File: src/hw/dsom_pkg.sv
/*
 * Constants for the drive status output mapper.
 * Assumes a single system clock domain and a synchronous reset.
 */
package dsom_pkg;

   // -----------------------------------------------------------------
   // Sizes
   // -----------------------------------------------------------------
   localparam int DSOM_CHANNELS = 4;
   localparam int DSOM_CODE_W   = 8;
   localparam int DSOM_SPEED_W  = 16;
   localparam int DSOM_TORQ_W   = 16;

   // -----------------------------------------------------------------
   // Output function codes
   // -----------------------------------------------------------------
   localparam logic [7:0] DSOM_FN_OFF        = 8'h80;
   localparam logic [7:0] DSOM_FN_READY      = 8'h81;
   localparam logic [7:0] DSOM_FN_FAULT      = 8'h82;
   localparam logic [7:0] DSOM_FN_WARNING    = 8'h83;
   localparam logic [7:0] DSOM_FN_ROTATION   = 8'h84;
   localparam logic [7:0] DSOM_FN_ZERO_SPEED = 8'h85;
   localparam logic [7:0] DSOM_FN_POS_DONE   = 8'h86;
   localparam logic [7:0] DSOM_FN_POS_NEAR   = 8'h87;
   localparam logic [7:0] DSOM_FN_SPD_CONS   = 8'h88;
   localparam logic [7:0] DSOM_FN_SPD_NEAR   = 8'h89;
   localparam logic [7:0] DSOM_FN_TORQ_ARR   = 8'h8A;

   // Output pins are driven low while in reset, whatever each channel's polarity
   localparam logic DSOM_RST_LEVEL = 1'b0;

endpackage : dsom_pkg

File: src/hw/dsom_status_cmp.sv
/*
 * Threshold comparators that turn signed speed and torque into the
 * status flags the output mapper selects from.
 * Assumes signed two's complement inputs on the system clock.
 */
`timescale 1ns/1ps
module dsom_status_cmp
   import dsom_pkg::*;
(
   input  wire logic                           sys_clk,
   input  wire logic                           rst,
   input  wire logic signed [DSOM_SPEED_W-1:0] motor_speed,
   input  wire logic signed [DSOM_SPEED_W-1:0] filtered_speed,
   input  wire logic signed [DSOM_TORQ_W-1:0]  torque_instruction,
   input  wire logic [DSOM_SPEED_W-1:0]        rotation_detect_threshold,
   input  wire logic [DSOM_SPEED_W-1:0]        speed_approach_threshold,
   input  wire logic [DSOM_TORQ_W-1:0]         torque_setting,
   output logic                                rotation_flag,
   output logic                                speed_approach_flag,
   output logic                                torque_arrival_flag
);

   // Magnitude; the most negative value saturates rather than wrapping
   function automatic logic [DSOM_SPEED_W-1:0] dsom_abs(
      input logic signed [DSOM_SPEED_W-1:0] v);
      logic [DSOM_SPEED_W-1:0] n;
      n = DSOM_SPEED_W'(-v);
      if (!v[DSOM_SPEED_W-1]) begin
         dsom_abs = v;
      end else if (n[DSOM_SPEED_W-1]) begin
         dsom_abs = {1'b0, {(DSOM_SPEED_W-1){1'b1}}};
      end else begin
         dsom_abs = n;
      end
   endfunction : dsom_abs

   wire logic [DSOM_SPEED_W-1:0] speed_mag = dsom_abs(motor_speed);
   wire logic [DSOM_SPEED_W-1:0] filt_mag  = dsom_abs(filtered_speed);
   wire logic [DSOM_TORQ_W-1:0]  torq_mag  = dsom_abs(torque_instruction);

   wire logic next_rotation = speed_mag > rotation_detect_threshold;
   wire logic next_approach = filt_mag < speed_approach_threshold;
   wire logic next_torque   = torq_mag >= torque_setting;

   always_ff @(posedge sys_clk) begin
      if (rst) begin
         rotation_flag       <= 1'b0;
         speed_approach_flag <= 1'b0;
         torque_arrival_flag <= 1'b0;
      end else begin
         rotation_flag       <= next_rotation;
         speed_approach_flag <= next_approach;
         torque_arrival_flag <= next_torque;
      end
   end

endmodule : dsom_status_cmp

File: src/hw/dsom_mapper.sv
/*
 * Drive status output mapper: each digital output channel carries the
 * status condition selected by its function code.
 * Assumes status inputs and codes are synchronous to sys_clk; the
 * host reads the output lines directly.
 */
`timescale 1ns/1ps
module dsom_mapper
   import dsom_pkg::*;
(
   input  wire logic                           sys_clk,
   input  wire logic                           rst,
   input  wire logic [DSOM_CODE_W-1:0]         channel_code [DSOM_CHANNELS],
   input  wire logic [DSOM_CHANNELS-1:0]       channel_active_low,
   input  wire logic                           drive_ready,
   input  wire logic                           fault_active,
   input  wire logic                           warning_active,
   input  wire logic                           motor_stopped,
   input  wire logic                           positioning_done,
   input  wire logic                           positioning_near,
   input  wire logic                           speed_mode,
   input  wire logic                           speed_consistent_flag,
   input  wire logic signed [DSOM_SPEED_W-1:0] motor_speed,
   input  wire logic signed [DSOM_SPEED_W-1:0] filtered_speed,
   input  wire logic signed [DSOM_TORQ_W-1:0]  torque_instruction,
   input  wire logic [DSOM_SPEED_W-1:0]        rotation_detect_threshold,
   input  wire logic [DSOM_SPEED_W-1:0]        speed_approach_threshold,
   input  wire logic [DSOM_TORQ_W-1:0]         torque_setting,
   output logic [DSOM_CHANNELS-1:0]            channel_out,
   output logic [DSOM_CHANNELS-1:0]            channel_valid
);

   // -----------------------------------------------------------------
   // Derived status flags
   // -----------------------------------------------------------------
   logic rotation_flag;
   logic speed_approach_flag;
   logic torque_arrival_flag;

   dsom_status_cmp u_cmp (
      .sys_clk                   (sys_clk),
      .rst                       (rst),
      .motor_speed               (motor_speed),
      .filtered_speed            (filtered_speed),
      .torque_instruction        (torque_instruction),
      .rotation_detect_threshold (rotation_detect_threshold),
      .speed_approach_threshold  (speed_approach_threshold),
      .torque_setting            (torque_setting),
      .rotation_flag             (rotation_flag),
      .speed_approach_flag       (speed_approach_flag),
      .torque_arrival_flag       (torque_arrival_flag)
   );

   // Consistency only means something in speed mode
   wire logic spd_cons = speed_mode & speed_consistent_flag;

   // -----------------------------------------------------------------
   // Code decode
   // -----------------------------------------------------------------
   function automatic logic dsom_select(input logic [DSOM_CODE_W-1:0] c,
                                        input logic [9:0] st);
      case (c)
         DSOM_FN_OFF:        dsom_select = 1'b0;
         DSOM_FN_READY:      dsom_select = st[0];
         DSOM_FN_FAULT:      dsom_select = st[1];
         DSOM_FN_WARNING:    dsom_select = st[2];
         DSOM_FN_ROTATION:   dsom_select = st[3];
         DSOM_FN_ZERO_SPEED: dsom_select = st[4];
         DSOM_FN_POS_DONE:   dsom_select = st[5];
         DSOM_FN_POS_NEAR:   dsom_select = st[6];
         DSOM_FN_SPD_CONS:   dsom_select = st[7];
         DSOM_FN_SPD_NEAR:   dsom_select = st[8];
         DSOM_FN_TORQ_ARR:   dsom_select = st[9];
         // Codes not handled here read as invalid, like the unused code
         default:            dsom_select = 1'b0;
      endcase
   endfunction : dsom_select

   wire logic [9:0] status_vec = {torque_arrival_flag,
      speed_approach_flag, spd_cons, positioning_near, positioning_done,
      motor_stopped, rotation_flag, warning_active, fault_active,
      drive_ready};

   logic [DSOM_CHANNELS-1:0] next_channel_valid;
   logic [DSOM_CHANNELS-1:0] next_channel_out;

   always_comb begin
      for (int i = 0; i < DSOM_CHANNELS; i++) begin
         next_channel_valid[i] = dsom_select(channel_code[i], status_vec);
         // Pin level follows polarity so a wire break reads as invalid
         next_channel_out[i] = next_channel_valid[i] ^ channel_active_low[i];
      end
   end

   // -----------------------------------------------------------------
   // Output registers
   // -----------------------------------------------------------------
   always_ff @(posedge sys_clk) begin
      if (rst) begin
         channel_valid <= '0;
         channel_out   <= {DSOM_CHANNELS{DSOM_RST_LEVEL}};
      end else begin
         channel_valid <= next_channel_valid;
         channel_out   <= next_channel_out;
      end
   end

endmodule : dsom_mapper

File: config.mk
export PLATFORM = sky130hd
export DESIGN_NAME = dsom_mapper
export DESIGN_NICKNAME = d
export VERILOG_FILES = /design/src/hw/dsom_pkg.sv /design/src/hw/dsom_status_cmp.sv /design/src/hw/dsom_mapper.sv
export SDC_FILE = /design/constraint.sdc
export NUM_CORES = 1
export LEC_CHECK = 0
export BUFFER_PORTS_ARGS = -buffer_cell sky130_fd_sc_hd__buf_2
export CORE_ASPECT_RATIO = 0.7
export CORE_MARGIN = 3
export CORE_UTILIZATION = 30
export CTS_CLUSTER_SIZE = 30
export DETAILED_ROUTE_END_ITERATION = 8
export PLACE_DENSITY_LB_ADDON = 0.2
export SETUP_SLACK_MARGIN = 0.15
export SYNTH_ARGS = -nofsm -noshare
export SYNTH_HDL_FRONTEND = slang
export SYNTH_SLANG_ARGS = --single-unit
File: constraint.sdc
create_clock -name sys_clk -period 7.8 [get_ports sys_clk]
set_clock_uncertainty 0.2 [all_clocks]
set_input_delay 0 -clock sys_clk [delete_from_list [all_inputs] [get_ports sys_clk]]
set_output_delay 0 -clock sys_clk [all_outputs]
set_load 0.005 [all_outputs]
==> flow_metrics.tcl <==
set metrics [dict create \
    yosysUniqueCellTypes 58 \
    maxSlewViolCount 0 \
    nNetsFinal 800 \
    end_kind "register" \
    fin_crit_sh_pct 41.2 \
    clk_latency_ns 0.24 \
    synth_ff_type "dfxtp_1" \
    crit_type "in2reg" \
    first_pass_iters 4 \
    yosysTopAreaCellShare_pct 18.6 \
    drt_iter0_markers 246 \
    min_period_ns 3.21 \
    rsz0062_at_grt "no" \
    fmax_ghz 0.311 \
    dpl.hpwl_um 8720 \
    drive_gt1_share_pct 28.5 \
    cts_tree "yes" \
    yosys_warnings 0 \
    die_h_um 91.9 \
    powerDensity_nw_per_um2 81.6 \
    synthTopCellsByCount "inv_1 (55), nand2_1 (55), ha_1 (47)" \
    hold_start "channel_code[2]" \
    ys_seq_area_share_pct 6.97 \
    syn_area_um2 3160 \
    hold_class "in2reg" \
    initial_core_util_pct 31.6 \
    synth-edff-count 0 \
    ys_ff_latch 11 \
    cts-htree-levels 1 \
    io_pins 150 \
    cts_buffers 3 \
    grt_max_degree 29 \
    area_growth_pct 35.5 \
    syn_nets 641 \
    grt_pass1_wl_um 16100 \
    clkTransAtPathRegs_ns 0.04 \
    power.leakage_nw 2.14 \
    cts_root_buf "clkbuf_16" \
    async_flop_share_pct 0 \
    maxCapViolations 0 \
    io_buffers 149 \
    critPathRequiredTime_ns 7.78 \
    cts_setup_buffers 0 \
    yosysTopAreaCell "ha_1" \
    start_kind "primary input" \
    rows 30 \
    syn_area_per_cell_um2 6.99 \
    numClockSinks 11 \
    place_congestion 0.890 \
    grt_pass1_vias 3505 \
    cp.arrival_ns 3.20 \
    hold_viol 0 \
    vias 3790 \
    wl_um 10200 \
    crit_start "channel_code[22]" \
    setup_viol 0 \
    dieWidth_um 129 \
    status "completed" \
    core_area_um2 9980 \
    finalNonFillerCells 738 \
    grt_overflow 0 \
    crit_path_max_fanout 2 \
    ir_drop_mv 0.0517 \
    dp_cells 715 \
    track_usage_pct 16.1 \
    syn-instance-count 452 \
    antenna_cells 0 \
    cts_max_path_buffers 2 \
    worstMarginPinSlew_ns 0.755 \
    dieArea_um2 11800 \
    antenna_found_initial 0 \
    timing.slew.headroom_pct 49.3 \
    synth_area_leaders "ha_1 (19%), dfxtp_1 (7.0%), inv_1 (6.5%), nand2_1 (6.5%), o21ai_0 (5.7%)" \
    antenna_left 0 \
    setup-tns-final_ns 0 \
    drcViolationCount 0 \
    post_drt_via_cell_ratio 5.14 \
    wl_per_cell_um 13.8 \
    reg2reg_from "u_cmp.speed_approach_flag" \
]
==> worst max-delay path: stages <==
cell	delay (ns)
dlygate4sd3_1	0.52
buf_2	0.11
or4b_2	0.59
dlygate4sd3_1	0.58
a21oi_1	0.17
dlygate4sd3_1	0.57
nor2b_1	0.11
dlygate4sd3_1	0.54
==> sequential cells by signal, summed over array words and instances, names as in the netlist <==
name                       flops
channel_out                    4
channel_valid                  4
u_cmp.rotation_flag            1
u_cmp.speed_approach_flag      1
u_cmp.torque_arrival_flag      1
==> power breakdown <==
group / internal (mW) / switching, mW / leakage, nW / total, mW
clock: 0.0688 / 0.0264 / 0.0382 / 0.0952
combinational: 0.0933 / 0.0993 / 2.01 / 0.193
sequential: 0.0593 / 0.00230 / 0.0904 / 0.0616
==> per-stage QoR <==
stage / setup WS, ns / cell area (um^2) / hold slack, ns / utilization (%) / total power [mW]
finish: 4.59 / 4280 / 0.0229 / 42.9 / 0.349
floorplan: 5.14 / 3160 / -0.0818 / - / 0.170
detailed placement: 4.57 / 4010 / 0.0339 / 40.2 / 0.248
global route: 4.44 / 4280 / 0.0509 / 42.9 / 0.382
CTS: 4.59 / 4280 / 0.0352 / 42.9 / 0.352
global placement: 4.70 / 4010 / 0.0340 / 40.2 / 0.243
==> worst paths after layout <==
path / endpoint / slack [ns] / cells after the start
hold reg to reg: channel_out[1] / 0.73 / 4
hold / removal: channel_valid[3] / 0.02 / 4
setup reg to reg: channel_valid[1] / 5.17 / 7
setup / recovery: channel_valid[1] / 4.59 / 8
==> layout by cell type (no fill, tap or decap), types with 12 or more instances in the layout <==
master	instances
nand4_1	12
buf_2	149
nor2b_1	16
nor2_1	18
a21oi_1	26
inv_1	55
xor2_1	15
o21ai_0	36
dlygate4sd3_1	19
ha_1	47
nand2_1	55
==> per-layer routing <==
| layer | GRT usage [%] | wire, um | up-vias |
|---|---|---|---|
| li1 | - | - | 1979 |
| met1 | 24.9 | 5280 | 1685 |
| met2 | 24.9 | 4270 | 124 |
| met3 | 1.05 | 609 | 2 |
| met4 | 1.92 | 29 | 0 |
| met5 | 0 | 0 | - |
==> cell families after synthesis <==
logic type	share of synthesized area [%]
adder cells (fa/ha/maj)	18.6
AND/OR/NAND/NOR	28.0
XOR/XNOR	4.71
flip-flops	6.97
multiplexers	6.49
buffers and inverters	8.20
AO/OA/AOI/OAI	27.0
==> cell type report <==
cell class | count | area [um^2]
clock buffers | 4 | 78.8
well taps | 128 | 160
fillers | 1068 | 5700
inverters | 55 | 206
repair buffers | 168 | 936
multi-input cells | 372 | 2680
flip-flops and latches | 11 | 220
==> repair_timing <==
| item | 4_1_cts | 5_1_grt |
|---|---|---|
| gates resized for setup | 0 | 0 |
| hold endpoints to repair | 11 | 0 |
| hold buffers | 19 | 0 |
Power figures use the tool's default switching activity.
